<file path="config.mk">
export PLATFORM = sky130hd
export DESIGN_NAME = fumh_handler
export DESIGN_NICKNAME = d
export VERILOG_FILES = /design/src/core/fumh_pkg.sv /design/src/core/fumh_tick.sv /design/src/core/fumh_handler.sv
export SDC_FILE = /design/constraint.sdc
export NUM_CORES = 1
export LEC_CHECK = 0
export BUFFER_PORTS_ARGS = -buffer_cell sky130_fd_sc_hd__buf_4
export CORE_MARGIN = 2
export CORE_UTILIZATION = 45
export DETAILED_ROUTE_END_ITERATION = 10
export PLACE_DENSITY_LB_ADDON = 0.1
export SYNTH_ARGS = -nofsm -noshare
export SYNTH_HDL_FRONTEND = slang
export SYNTH_SLANG_ARGS = --single-unit
</file>
<file path="constraint.sdc">
create_clock -name clk -period 2.8 [get_ports clk]
set_input_delay 0 -clock clk [delete_from_list [all_inputs] [get_ports clk]]
set_output_delay 0 -clock clk [all_outputs]
set_load 0.05 [all_outputs]
</file>
<file path="src/core/fumh_pkg.sv">
// constants, states and register map of the firmware update message handler
package fumh_pkg;
  // message header byte: type, version, reserved
  localparam int        HDR_TYPE_MSB   = 7;
  localparam int        HDR_TYPE_LSB   = 4;
  localparam int        HDR_VER_MSB    = 3;
  localparam int        HDR_VER_LSB    = 2;
  localparam logic [1:0] PROTO_VERSION = 2'h0;
  localparam logic [1:0] HDR_RESERVED  = 2'h0;
  // message type codes
  localparam logic [3:0] TYPE_OPEN     = 4'h0;
  localparam logic [3:0] TYPE_EXECUTE  = 4'h1;
  localparam logic [3:0] TYPE_CONFIRM  = 4'h2;
  localparam logic [3:0] TYPE_QUERY    = 4'h3;
  localparam logic [3:0] TYPE_ABORT    = 4'h4;
  localparam logic [3:0] TYPE_REPORT   = 4'h5;
  // upgrade states as reported
  typedef enum logic [3:0] {
    ST_IDLE      = 4'b0000,
    ST_RECEIVING = 4'b0001,
    ST_COMPLETE  = 4'b0010,
    ST_COUNTDOWN = 4'b0011,
    ST_UPGRADE   = 4'b0100,
    ST_EXCEPTION = 4'b0101
  } fumh_state_t;
  // exception code layout and causes
  localparam int        EXC_PERM_BIT   = 15;
  localparam int        EXC_CAUSE_MSB  = 14;
  localparam int        EXC_CAUSE_LSB  = 8;
  localparam logic [6:0] CAUSE_GENERAL  = 7'h00;
  localparam logic [6:0] CAUSE_PROTOCOL = 7'h01;
  localparam logic [6:0] CAUSE_CRC      = 7'h02;
  localparam logic [6:0] CAUSE_IMAGE    = 7'h03;
  localparam logic [6:0] CAUSE_SIGN     = 7'h04;
  localparam logic [6:0] CAUSE_TRIAL    = 7'h05;
  // register byte offsets
  localparam logic [7:0] REG_CTRL      = 8'h00;
  localparam logic [7:0] REG_STATUS    = 8'h04;
  localparam logic [7:0] REG_SETSTATE  = 8'h08;
  localparam logic [7:0] REG_PAGES     = 8'h0C;
  localparam logic [7:0] REG_EXCCODE   = 8'h10;
  localparam logic [7:0] REG_IRQSTAT   = 8'h14;
  localparam logic [7:0] REG_IRQMASK   = 8'h18;
  localparam logic [7:0] REG_IMAGECRC  = 8'h1C;
  localparam logic [7:0] REG_TIMERS    = 8'h20;
  // ctrl bits and interrupt events
  localparam int        CTRL_ERASE_BIT = 0;
  localparam int        IRQ_W          = 4;
  localparam int        IRQ_REPORT     = 0;
  localparam int        IRQ_UPGRADE    = 1;
  localparam int        IRQ_TRIAL      = 2;
  localparam int        IRQ_ABORT      = 3;
  localparam logic [31:0] CTRL_RESET   = 32'h0000_0000;
  // timing
  localparam int        CLK_HZ         = 20_000_000;
  localparam int        TICK_PERIOD_S  = 1;
  localparam int        TICK_CYCLES    = CLK_HZ * TICK_PERIOD_S;
endpackage : fumh_pkg

</file>
<file path="src/core/fumh_tick.sv">
// one-second tick divider
`timescale 1ns/1ps
module fumh_tick
  import fumh_pkg::*;
#(
  parameter int TICK_CYCLES = fumh_pkg::TICK_CYCLES
)(
  input  wire logic clk,
  input  wire logic sys_rst,
  output logic      tick
);
  logic [31:0] count;

  // one pulse every TICK_CYCLES clocks [RULE19]
  always_ff @(posedge clk)
  begin
    if (sys_rst)
    begin
      count <= 32'h0000_0000;
      tick  <= 1'b0;
    end
    else if (count == 32'(TICK_CYCLES - 1))
    begin
      count <= 32'h0000_0000;
      tick  <= 1'b1;
    end
    else
    begin
      count <= count + 32'h0000_0001;
      tick  <= 1'b0;
    end
  end
endmodule : fumh_tick

</file>
<file path="src/core/fumh_handler.sv">
// firmware update control message handler with apb registers
//
// Design decisions made here: register access over APB and the placing of the registers.
`timescale 1ns/1ps
// Summary of operation
// RULE1: header: 4-bit type, zero version, reserved
// RULE2: execute is type 1, 16-bit restart delay
// RULE3: trial period counts only in upgrade state
// RULE4: execute in complete: countdown or upgrade, report
// RULE5: zero delay upgrades now, else countdown first
// RULE6: execute in countdown overwrites both timers
// RULE7: confirm in upgrade drops old image, idle
// RULE8: confirm elsewhere: report only, no action
// RULE9: state query answered with state report
// RULE10: abort goes idle, optional erase, report
// RULE11: report type 5 replies to unicast requests
// RULE12: unexpected requests still get state report
// RULE13: report state nibble plus four zero bits
// RULE14: report echoes crc from session open
// RULE15: page count present only when receiving
// RULE16: exception code present only in exception
// RULE17: exception code: permanence, cause, detail byte
// RULE18: cause codes zero to five, trial expiry five
// RULE19: timers tick per second, reload on execute
module fumh_handler
  import fumh_pkg::*;
#(
  parameter int TICK_CYCLES = fumh_pkg::TICK_CYCLES
)(
  input  wire logic        clk,
  input  wire logic        sys_rst,
  input  wire logic        psel,
  input  wire logic        penable,
  input  wire logic        pwrite,
  input  wire logic [7:0]  paddr,
  input  wire logic [31:0] pwdata,
  output logic [31:0]      prdata,
  output logic             pready,
  output logic             pslverr,
  input  wire logic        reqValid,
  input  wire logic        reqUnicast,
  input  wire logic [7:0]  reqHeader,
  input  wire logic [15:0] reqRestartDelay,
  input  wire logic [15:0] reqTrialPeriod,
  input  wire logic [31:0] reqImageCrc,
  output logic             rptValid,
  output logic [7:0]       rptHeader,
  output logic [7:0]       rptState,
  output logic [31:0]      rptCrc,
  output logic             rptHasPages,
  output logic [31:0]      rptPages,
  output logic             rptHasExc,
  output logic [15:0]      rptExcCode,
  output logic             dropOldImage,
  output logic             eraseImage,
  output logic             restartNow,
  output logic             irq
);
  fumh_state_t        state;
  fumh_state_t        next_state;
  logic               tick;
  logic [3:0]         msgType;
  logic               msgOk;
  logic               execTaken;
  logic               trialDone;
  logic               replyPend;
  logic [15:0]        restartCnt;
  logic [15:0]        trialCnt;
  logic [31:0]        imageCrc;
  logic [31:0]        pageCount;
  logic [15:0]        excCode;
  logic [31:0]        ctrl;
  logic [IRQ_W-1:0]   irqStat;
  logic [IRQ_W-1:0]   irqMask;
  logic [IRQ_W-1:0]   irqEvent;
  logic               wrEn;
  logic               cmdSet;

  fumh_tick #(
    .TICK_CYCLES (TICK_CYCLES)
  ) u_tick (
    .clk     (clk),
    .sys_rst (sys_rst),
    .tick    (tick)
  );

  function automatic logic mapped(input logic [7:0] a);
    mapped = (a == REG_CTRL) || (a == REG_STATUS) || (a == REG_SETSTATE) ||
             (a == REG_PAGES) || (a == REG_EXCCODE) || (a == REG_IRQSTAT) ||
             (a == REG_IRQMASK) || (a == REG_IMAGECRC) || (a == REG_TIMERS);
  endfunction : mapped

  // header decode, nonzero version is dropped [RULE1]
  assign msgType   = reqHeader[HDR_TYPE_MSB:HDR_TYPE_LSB];
  assign msgOk     = reqValid && (reqHeader[HDR_VER_MSB:HDR_VER_LSB] == PROTO_VERSION);
  // execute acts in complete or countdown only [RULE2] [RULE6]
  assign execTaken = msgOk && (msgType == TYPE_EXECUTE) &&
                     ((state == ST_COMPLETE) || (state == ST_COUNTDOWN));
  assign trialDone = (state == ST_UPGRADE) && (trialCnt == 16'h0000);
  assign wrEn      = psel && penable && pready && pwrite;
  assign cmdSet    = wrEn && (paddr == REG_SETSTATE) && !msgOk;

  // next upgrade state
  always_comb
  begin
    next_state = state;
    if (msgOk)
    begin
      case (msgType)
        TYPE_EXECUTE:
          if (execTaken)
            next_state = (reqRestartDelay == 16'h0000) ? ST_UPGRADE : ST_COUNTDOWN; // [RULE4] [RULE5]
        TYPE_CONFIRM:
          if (state == ST_UPGRADE)
            next_state = ST_IDLE; // [RULE7] [RULE8]
        TYPE_ABORT:
          next_state = ST_IDLE; // [RULE10]
        TYPE_OPEN:
          if (state == ST_IDLE)
            next_state = ST_RECEIVING;
        default:
          next_state = state; // [RULE9] [RULE12]
      endcase
    end
    else if (cmdSet)
    begin
      case (pwdata[3:0])
        ST_RECEIVING: next_state = ST_RECEIVING;
        ST_COMPLETE:  next_state = ST_COMPLETE;
        ST_EXCEPTION: next_state = ST_EXCEPTION;
        default:      next_state = state;
      endcase
    end
    else if ((state == ST_COUNTDOWN) && (restartCnt == 16'h0000))
      next_state = ST_UPGRADE; // [RULE5]
    else if (trialDone)
      next_state = ST_EXCEPTION; // [RULE18]
  end

  always_ff @(posedge clk)
  begin
    if (sys_rst)
      state <= ST_IDLE;
    else
      state <= next_state;
  end

  // restart and trial timers [RULE19]
  always_ff @(posedge clk)
  begin
    if (sys_rst)
    begin
      restartCnt <= 16'h0000;
      trialCnt   <= 16'h0000;
    end
    else if (execTaken)
    begin
      restartCnt <= reqRestartDelay; // [RULE6]
      trialCnt   <= reqTrialPeriod;
    end
    else if (tick)
    begin
      if ((state == ST_COUNTDOWN) && (restartCnt != 16'h0000))
        restartCnt <= restartCnt - 16'h0001;
      if ((state == ST_UPGRADE) && (trialCnt != 16'h0000))
        trialCnt <= trialCnt - 16'h0001; // [RULE3]
    end
  end

  // image crc from session open
  always_ff @(posedge clk)
  begin
    if (sys_rst)
      imageCrc <= 32'h0000_0000;
    else if (msgOk && (msgType == TYPE_OPEN) && (state == ST_IDLE))
      imageCrc <= reqImageCrc; // [RULE14]
  end

  // received page count
  always_ff @(posedge clk)
  begin
    if (sys_rst)
      pageCount <= 32'h0000_0000;
    else if (msgOk && (msgType == TYPE_OPEN) && (state == ST_IDLE))
      pageCount <= 32'h0000_0000;
    else if (wrEn && (paddr == REG_PAGES))
      pageCount <= pwdata;
  end

  // exception code, trial expiry sets cause five [RULE17] [RULE18]
  always_ff @(posedge clk)
  begin
    if (sys_rst)
      excCode <= 16'h0000;
    else if (!msgOk && !cmdSet && trialDone)
      excCode <= {1'b0, CAUSE_TRIAL, excCode[7:0]};
    else if (wrEn && (paddr == REG_EXCCODE))
      excCode <= pwdata[15:0];
  end

  // side-effect pulses
  always_ff @(posedge clk)
  begin
    if (sys_rst)
    begin
      dropOldImage <= 1'b0;
      eraseImage   <= 1'b0;
      restartNow   <= 1'b0;
    end
    else
    begin
      dropOldImage <= (state == ST_UPGRADE) && (next_state == ST_IDLE) &&
                      msgOk && (msgType == TYPE_CONFIRM); // [RULE7]
      eraseImage   <= msgOk && (msgType == TYPE_ABORT) && ctrl[CTRL_ERASE_BIT]; // [RULE10]
      restartNow   <= (next_state == ST_UPGRADE) && (state != ST_UPGRADE);
    end
  end

  // reply one cycle after the state update [RULE11] [RULE12]
  always_ff @(posedge clk)
  begin
    if (sys_rst)
      replyPend <= 1'b0;
    else
      replyPend <= msgOk && reqUnicast && (msgType != TYPE_REPORT);
  end

  // state report
  always_ff @(posedge clk)
  begin
    if (sys_rst)
    begin
      rptValid    <= 1'b0;
      rptHeader   <= 8'h00;
      rptState    <= 8'h00;
      rptCrc      <= 32'h0000_0000;
      rptHasPages <= 1'b0;
      rptPages    <= 32'h0000_0000;
      rptHasExc   <= 1'b0;
      rptExcCode  <= 16'h0000;
    end
    else
    begin
      rptValid    <= replyPend;
      if (replyPend)
      begin
        rptHeader   <= {TYPE_REPORT, PROTO_VERSION, HDR_RESERVED}; // [RULE11]
        rptState    <= {state, 4'h0}; // [RULE13]
        rptCrc      <= imageCrc; // [RULE14]
        rptHasPages <= (state == ST_RECEIVING); // [RULE15]
        rptPages    <= (state == ST_RECEIVING) ? pageCount : 32'h0000_0000;
        rptHasExc   <= (state == ST_EXCEPTION); // [RULE16]
        rptExcCode  <= (state == ST_EXCEPTION) ? excCode : 16'h0000;
      end
    end
  end

  // control and mask registers
  always_ff @(posedge clk)
  begin
    if (sys_rst)
    begin
      ctrl    <= CTRL_RESET;
      irqMask <= '0;
    end
    else if (wrEn && (paddr == REG_CTRL))
      ctrl <= {31'h0000_0000, pwdata[CTRL_ERASE_BIT]};
    else if (wrEn && (paddr == REG_IRQMASK))
      irqMask <= pwdata[IRQ_W-1:0];
  end

  // sticky events, set wins over write-one clear
  assign irqEvent[IRQ_REPORT]  = replyPend;
  assign irqEvent[IRQ_UPGRADE] = (next_state == ST_UPGRADE) && (state != ST_UPGRADE);
  assign irqEvent[IRQ_TRIAL]   = (next_state == ST_EXCEPTION) && trialDone;
  assign irqEvent[IRQ_ABORT]   = msgOk && (msgType == TYPE_ABORT);

  always_ff @(posedge clk)
  begin
    if (sys_rst)
      irqStat <= '0;
    else if (wrEn && (paddr == REG_IRQSTAT))
      irqStat <= (irqStat & ~pwdata[IRQ_W-1:0]) | irqEvent;
    else
      irqStat <= irqStat | irqEvent;
  end

  always_ff @(posedge clk)
  begin
    if (sys_rst)
      irq <= 1'b0;
    else
      irq <= |(irqStat & irqMask);
  end

  // apb slave, one wait-free access phase
  always_ff @(posedge clk)
  begin
    if (sys_rst)
    begin
      pready  <= 1'b0;
      pslverr <= 1'b0;
      prdata  <= 32'h0000_0000;
    end
    else
    begin
      pready  <= psel && !penable;
      pslverr <= psel && !penable && !mapped(paddr);
      prdata  <= 32'h0000_0000;
      if (psel && !penable && !pwrite)
      begin
        if (paddr == REG_CTRL)
          prdata <= ctrl;
        else if (paddr == REG_STATUS)
          prdata <= {28'h000_0000, state};
        else if (paddr == REG_PAGES)
          prdata <= pageCount;
        else if (paddr == REG_EXCCODE)
          prdata <= {16'h0000, excCode};
        else if (paddr == REG_IRQSTAT)
          prdata <= {28'h000_0000, irqStat};
        else if (paddr == REG_IRQMASK)
          prdata <= {28'h000_0000, irqMask};
        else if (paddr == REG_IMAGECRC)
          prdata <= imageCrc;
        else if (paddr == REG_TIMERS)
          prdata <= {trialCnt, restartCnt};
      end
    end
  end
endmodule : fumh_handler

</file>
==> results of run 1 <==
worst max-delay path: stages, from the launching register on:
cell and delay (ns):
dfxtp_1 0.56, nor4b_1 0.39, and2_1 0.29, nand4_1 0.26, or4_1 0.47, a21oi_1 0.16, nor3_1 0.07
power breakdown:
group	leakage, nW	total (W)	internal [W]	switching [W]
logic	3.46	0.000475	0.000244	0.000231
registers	2.30	0.00407	0.00406	0.00000840
clock network	0.511	0.00412	0.00251	0.00161
stage by stage:
step | setup WS, ns | cells
3_5_place_dp | 0.437 | 1857
6_report | 0.460 | 2034
4_1_cts | 0.458 | 2034
3_3_place_gp | 0.438 | 1857
5_1_grt | 0.195 | 2034
2_1_floorplan | 0.361 | 1345
sequential cells by signal (all words and copies together), names as in the netlist, 4 cells and up:
register and count:
imageCrc 32, pageCount 32, prdata 32, rptCrc 32
rptPages 32, u_tick.count 32, excCode 16, restartCnt 16
rptExcCode 16, trialCnt 16, irqMask 4, irqStat 4
rptState 4, state 4
cell families after synthesis:
logic type / count (synthesis) / synth area share (%)
other: 1 / 0.0320
DFF: 285 / 48.7
and+or+nand+nor: 555 / 21.2
muxes: 89 / 7.90
adders and majority gates: 5 / 0.533
xor gates and xnor gates: 53 / 3.96
buffers and inverters: 109 / 4.05
AOI/OAI and AO/OA: 239 / 13.7
how the worst max path moves through the flow:
stage                     startpoint      endpoint
after CTS                   state[2]  trialCnt[10]
after floorplan               pready    irqStat[1]
after global placement      paddr[1]    irqStat[1]
after detailed placement    paddr[1]    irqStat[1]
final                       state[2]  trialCnt[10]
after global routing        state[2]  trialCnt[10]
routing by layer:
layer / track usage, % / wire (um)
met1: 34.3 / 15700
met2: 43.3 / 17100
met3: 4.20 / 2430
met4: 8.35 / 1020
met5: 0 / 0
cell usage in the layout, fill, tap and decap left out, types with 5 or more instances in the layout:
cell type,Yosys,routed
dfxtp_1,285,284
buf_4,11,271
nor2_1,231,227
nand2_1,168,168
dlygate4sd3_1,0,123
a21oi_1,89,89
a22oi_1,66,66
mux2i_1,61,61
clkbuf_16,0,31
xor2_1,30,30
mux2_2,27,27
nor3_1,26,26
a211oi_1,25,25
nand4_1,23,23
xnor2_1,23,23
nand3_1,20,20
nor4_1,21,19
o21ai_0,13,13
a222oi_1,12,12
clkbuf_8,0,12
inv_1,10,10
conb_1,1,10
nand2b_1,9,9
or3_1,8,8
nor4b_1,7,7
nor2b_1,6,6
nor3b_1,5,5
and3_1,5,5
and2_1,5,5
a311oi_1,5,5
ha_1,5,5
clkbuf_1,78,5
timing repair:
item / in CTS / in global routing
buffers inserted: 0 / 0
hold endpoints to repair: 167 / 0
hold buffers: 123 / 0
setup endpoints to repair: 0 / 0
layout make-up:
cell class              count  share of cell area, %
clock buffers              48                   5.94
clock inverters             6                  0.526
inverters                  11                  0.255
multi-input cells         951                   34.7
flip-flops and latches    285                   35.3
well taps                 335                   2.59
repair buffers            398                   20.6
==> summary.txt, run 1 <==
STA
  – Setup TNS: 0 ns
  – Period utilisation layout: 83.6%
  – Max-slew violations: 0
  – Slew headroom: 56.7%
  – Unrepaired setup endpoints after global routing: no
  – Worst Max-Slew Pin Slew: between 0.6 and 0.7 ns
  – Tmin final: approximately 2.3 ns
  – Final-report hold violation count: 0
  – Min Hold Slack: about 0.023 ns
  – Final setup vio count: 0
  – Worst Clk Skew: 0.0153 ns
  – Fmax: between 400 and 500 MHz

Logic synthesis
  – Syn Inst Count: 1336
  – Synth warnings: 0
  – Ys flop type: dfxtp_1
  – Netlist cell types: 64
  – Post-synth EDFFs: 0
  – Most instantiated library cell after synthesis: dfxtp_1
  – Fraction of registers with async set/reset: 0%
  – Sequential share of the synthesized area: about half
  – Yosys reg bits: approximately 290
  – Leading post-synthesis cells by cell area: dfxtp_1 49%, nor2_1 7.4%, nand2_1 5.4%
  – Commonest cells post-synth: 285 x dfxtp_1, 231 x nor2_1, 168 x nand2_1, 89 x a21oi_1, 78 x clkbuf_1
  – Yosys top cell area share: about half
  – Top cell type by total area after synthesis: dfxtp_1
  – Synthesized area: roughly 12000 sq um
  – Avg Cell Area, Syn: about 8.8 sq um

Clock network
  – Clk sinks: roughly 290
  – Clk_lat worst skew: between 0.5 and 0.6 ns
  – Worst-path clk slew: approximately 0.060 ns
  – CTS Buffer Depth: 3
  – CTS Buf Count: 30
  – CTS tree: yes
  – Post-CTS sizing: 0
  – CTS root buf: clkbuf_16
  – H-Tree Depth: 1

Floorplan
  – Chip Height: between 150 and 200 um
  – Row Count: 59
  – Die area: roughly 27000 sq um
  – Core Footprint: around 26000 sq um
  – Starting Density: 45.4%
  – Number of I/O pins: 256
  – Die span in x: 165 um

Setup path
  – Worst R2R Start: state[2]
  – RR Endpoint: trialCnt[10]
  – Worst path arrival time: 2.75 ns
  – Setup CP Type: reg2reg
  – Register-to-register setup slack: between 0.4 and 0.5 ns
  – Startpoint Class: flip-flop
  – Worst Setup End Kind: flip-flop
  – Crit-path max FO: 10
  – Worst-case reg-to-reg path depth: 6
  – Critical Path RT: between 3 and 4 ns

Detailed routing
  – Wire per inst: ~18 um
  – Residual DRC: 0
  – Total wire length: 36300 um
  – DRT Pass-1 Iters: 7
  – Via density: about 5.3
  – Antenna-violating nets left: 0
  – Iter 0 DRT Violations: approximately 930
  – Vias: ~11k

Worst hold path
  – Hold Path Origin: reqHeader[6]
  – Hold Path End: state[2]
  – Worst Hold Path Cells: 5
  – Hold crit path type: in2reg

Power
  – PwrDens: 536 nW/um^2
  – Total power: 0.00866 W
  – P_leak: ~6.3 nW
  – VDD IR max: 0.000380 V

GRT
  – Vias in the first global route: roughly 10k
  – First-pass GRT wire length: roughly 56000 um
  – Tot GR Track Use: roughly 26%
  – Largest net degree at the start of global routing: a little under 70
  – Initial antenna violation count: 0
  – GRT overflow: 0

Cells and area
  – Synth-to-Final Area Change: 37.8%
  – Area of the multi-input gates: 5610 sq um
  – Final Instance Area: approximately 16000 sq um
  – # fillers: roughly 2.3k
  – Share of post-route cells with drive strength above 1: between 20% and 30%
  – Antenna Cells: 0
  – Fin nets: 1801
  – Final Util: between 60 and 70%
  – Register Area: about 5700 sq um

Placement
  – Placement Cell Area: 13900 sq um
  – I/O Buffers: 243
  – Final HPWL from detailed placement: 24600 um
  – Routability cong.: between 0.9 and 1

Run status
  – Status: finished, final reports clean

Flow run
  – Max-Cap Viols: 0
Power figures use the tool's default switching activity.
==> run 2: changes to the inputs <==
==> constraint.sdc (replaced) <==
create_clock -name clk -period 2.4 [get_ports clk]
set_input_delay 0 -clock clk [delete_from_list [all_inputs] [get_ports clk]]
set_output_delay 0 -clock clk [all_outputs]
set_load 0.05 [all_outputs]
==> run 2 against run 1 <==
- routed wire length rose by 1.2%
- critical path depth rose by 2
- die area did not move
- largest power group is now registers
- global-route usage rose by 0.28 points
- core utilization rose by 0.36 points
- cell area rose by 0.57%
- count of clock-buffer cells in the layout did not move
- worst hold slack improved by 0.0039 ns
- clock power rose by 15%
- register-to-register slack got worse by 0.25 ns
- flip-flop and latch count did not move
- combinational power rose by 17%
==> summary.txt, run 2 (synthesis results as in run 1) <==
Cells and area
  – Synth-to-Final Area Change: 38.6% (was 37.8%)
  – Fin nets: 1813 (was 1801)
  – Commonest non-fill, non-tap cell in the layout: buf_4 (was dfxtp_1)
  – # fillers: 2220 (was 2277)
  – Share of post-route cells with drive strength above 1: 22.5% (was 21.8%)
  – Most frequent cells in the layout: 284 x buf_4, 283 x dfxtp_1, 227 x nor2_1, 168 x nand2_1, 118 x dlygate4sd3_1 (was 284 x dfxtp_1, 271 x buf_4, 227 x nor2_1, 168 x nand2_1, 123 x dlygate4sd3_1)
  – Antenna Cells: 0 (unchanged)

Floorplan
  – Core Footprint: 25800 sq um (unchanged)
  – Row Count: 59 (unchanged)
  – Starting Density: 45.4% (unchanged)
  – Die span in x: 165 um (unchanged)
  – Chip Height: 165 um (unchanged)
  – Number of I/O pins: 256 (unchanged)
  – Die area: 27400 sq um (unchanged)

Run status
  – Status: finished, final reports clean (unchanged)

Power
  – P_leak: 6.31 nW (was 6.27 nW)
  – VDD IR max: 0.000482 V (was 0.000380 V)
  – Total power: 0.0100 W (was 0.00866 W)
  – PwrDens: 618 nW/um^2 (was 536 nW/um^2)

GRT
  – Met2 usage: 44.9% (was 43.3%)
  – Largest net degree at the start of global routing: 67 (was 69)
  – Initial antenna violation count: 0 (unchanged)
  – GRT overflow: 0 (unchanged)
  – Met3 GRT Util: 3.75% (was 4.20%)
  – Most Crowded Layer GR: met2 (unchanged)
  – Tot GR Track Use: 26.2% (was 25.9%)
  – Met1 Track Usage GR: 34.3% (about the same)
  – Vias in the first global route: 10.5k (was 10.4k)
  – First-pass GRT wire length: 56700 um (was 56000 um)

Detailed routing
  – Total wire length: 36700 um (was 36300 um)
  – Residual DRC: 0 (unchanged)
  – DRT Pass-1 Iters: 5 (was 7)
  – Vias: 11.0k (was 10.9k)
  – Via density: 5.37 (was 5.34)
  – Wire per inst: 17.9 um (was 17.8 um)
  – Iter 0 DRT Violations: 781 (was 927)
  – Antenna-violating nets left: 0 (unchanged)

STA
  – Final setup vio count: 0 (unchanged)
  – Final critical-path setup slack: 0.209 ns (was 0.460 ns)
  – Unrepaired setup endpoints after global routing: no (unchanged)
  – Slew headroom: 50.3% (was 56.7%)
  – Worst Max-Slew Pin Slew: 0.745 ns (was 0.650 ns)
  – Fmax: 456 MHz
  – Tmin final: between 2 and 2.5 ns
  – Min Hold Slack: 0.0267 ns (was 0.0229 ns)
  – Final-report hold violation count: 0 (unchanged)
  – Max-slew violations: 0 (unchanged)
  – Period utilisation layout: roughly nine tenths
  – Worst Clk Skew: 0.00965 ns (was 0.0153 ns)
  – Setup TNS: 0 ns (unchanged)

Setup path
  – Worst-case reg-to-reg path depth: 6 (unchanged)
  – Worst R2R Start: trialCnt[7] (was state[2])
  – Startpoint Class: primary input (was flip-flop)
  – RR Endpoint: excCode[9] (was trialCnt[10])
  – Crit-path max FO: 4 (was 10)
  – Register-to-register setup slack: 0.21 ns (was 0.46 ns)
  – Worst Setup SP: reqRestartDelay[8] (was state[2])
  – Setup CP Type: in2reg (was reg2reg)
  – Worst path arrival time: 2.68 ns (was 2.75 ns)
  – Critical Path RT: 2.89 ns (was 3.21 ns)
  – CP endpoint: restartNow (was trialCnt[10])
  – Worst Setup End Kind: flip-flop (unchanged)

Clock network
  – Worst-path clk slew: 0.06 ns (about the same)
  – Clk_lat worst skew: 0.55 ns (was 0.56 ns)
  – CTS root buf: clkbuf_16 (unchanged)
  – CTS Buf Count: 30 (unchanged)
  – CTS tree: yes (unchanged)
  – Clk sinks: 285 (unchanged)
  – Setup Fix Bufs, Post-CTS: 0 (unchanged)
  – H-Tree Depth: 1 (unchanged)
  – CTS Buffer Depth: 3 (unchanged)

Placement
  – Final HPWL from detailed placement: 25500 um (was 24600 um)
  – Pre-CTS setup slack: 0.147 ns (was 0.437 ns)
  – Routability cong.: 0.890 (was 0.903)
  – I/O Buffers: 243 (unchanged)

Worst hold path
  – Hold crit path type: in2reg (unchanged)

Flow run
  – Max-Cap Viols: 0 (unchanged)
==> run 2: per-stage QoR <==
stage | std cells | util (%) | instance area [sq um]
4_1_cts | 2048 | 62.9 | 16300
6_report | 2048 | 62.9 | 16300
3_5_place_dp | 1874 | 54.4 | 14100
5_1_grt | 2048 | 62.9 | 16300
3_3_place_gp | 1874 | 54.4 | 14100
2_1_floorplan | 1345 | - | 11800
==> run 2: where the power goes <==
part / total [W] / leakage, nW / switching [W] / internal [W]
Combinational: 0.000558 / 3.52 / 0.000268 / 0.000290
Clock: 0.00474 / 0.496 / 0.00187 / 0.00287
Sequential: 0.00475 / 2.30 / 0.00000777 / 0.00474
==> run 2: critical path: stages <==
cell and delay [ns]:
dlygate4sd3_1 0.55, buf_4 0.14, nor4_1 0.43, nand4_1 0.34, nor4_1 0.49, o32ai_1 0.17
a2bb2oi_1 0.34, and3_1 0.22
==> run 2: layer usage <==
metal,share of wire [%],up-vias,routed length (um)
met5,0,-,0
met4,3.0,0,1100
met3,6.4,72,2350
met2,47,406,17300
met1,44,5151,16000
li1,-,5369,-
==> run 2: worst min-delay path by stage <==
stage | from | end | slack, ns | cells after the start
final | reqHeader[6] | state[2] | 0.03 | 5
after floorplan | reqUnicast | replyPend | 0.13 | 1
after global placement | pwdata[5] | excCode[5] | 0.25 | 3
after global routing | psel | prdata[0] | 0.07 | 5
after CTS | psel | prdata[0] | 0.01 | 5
after detailed placement | reqImageCrc[27] | imageCrc[27] | 0.26 | 3
==> run 2: cell type report <==
cell class,count,area (sq um),area share [%]
Multi-Input combinational cell,951,5610,34.5
Clock buffer,48,900,5.53
Inverter,11,41.3,0.254
Clock inverter,8,118,0.724
Sequential cell,285,5710,35.1
Tap cell,335,419,2.58
Timing Repair Buffer,410,3460,21.3
==> run 2: timing repair <==
item	CTS	global route
gates resized for setup	0	1
endpoints found under the setup margin	0	1
hold endpoints to repair	167	0
hold buffers	118	0
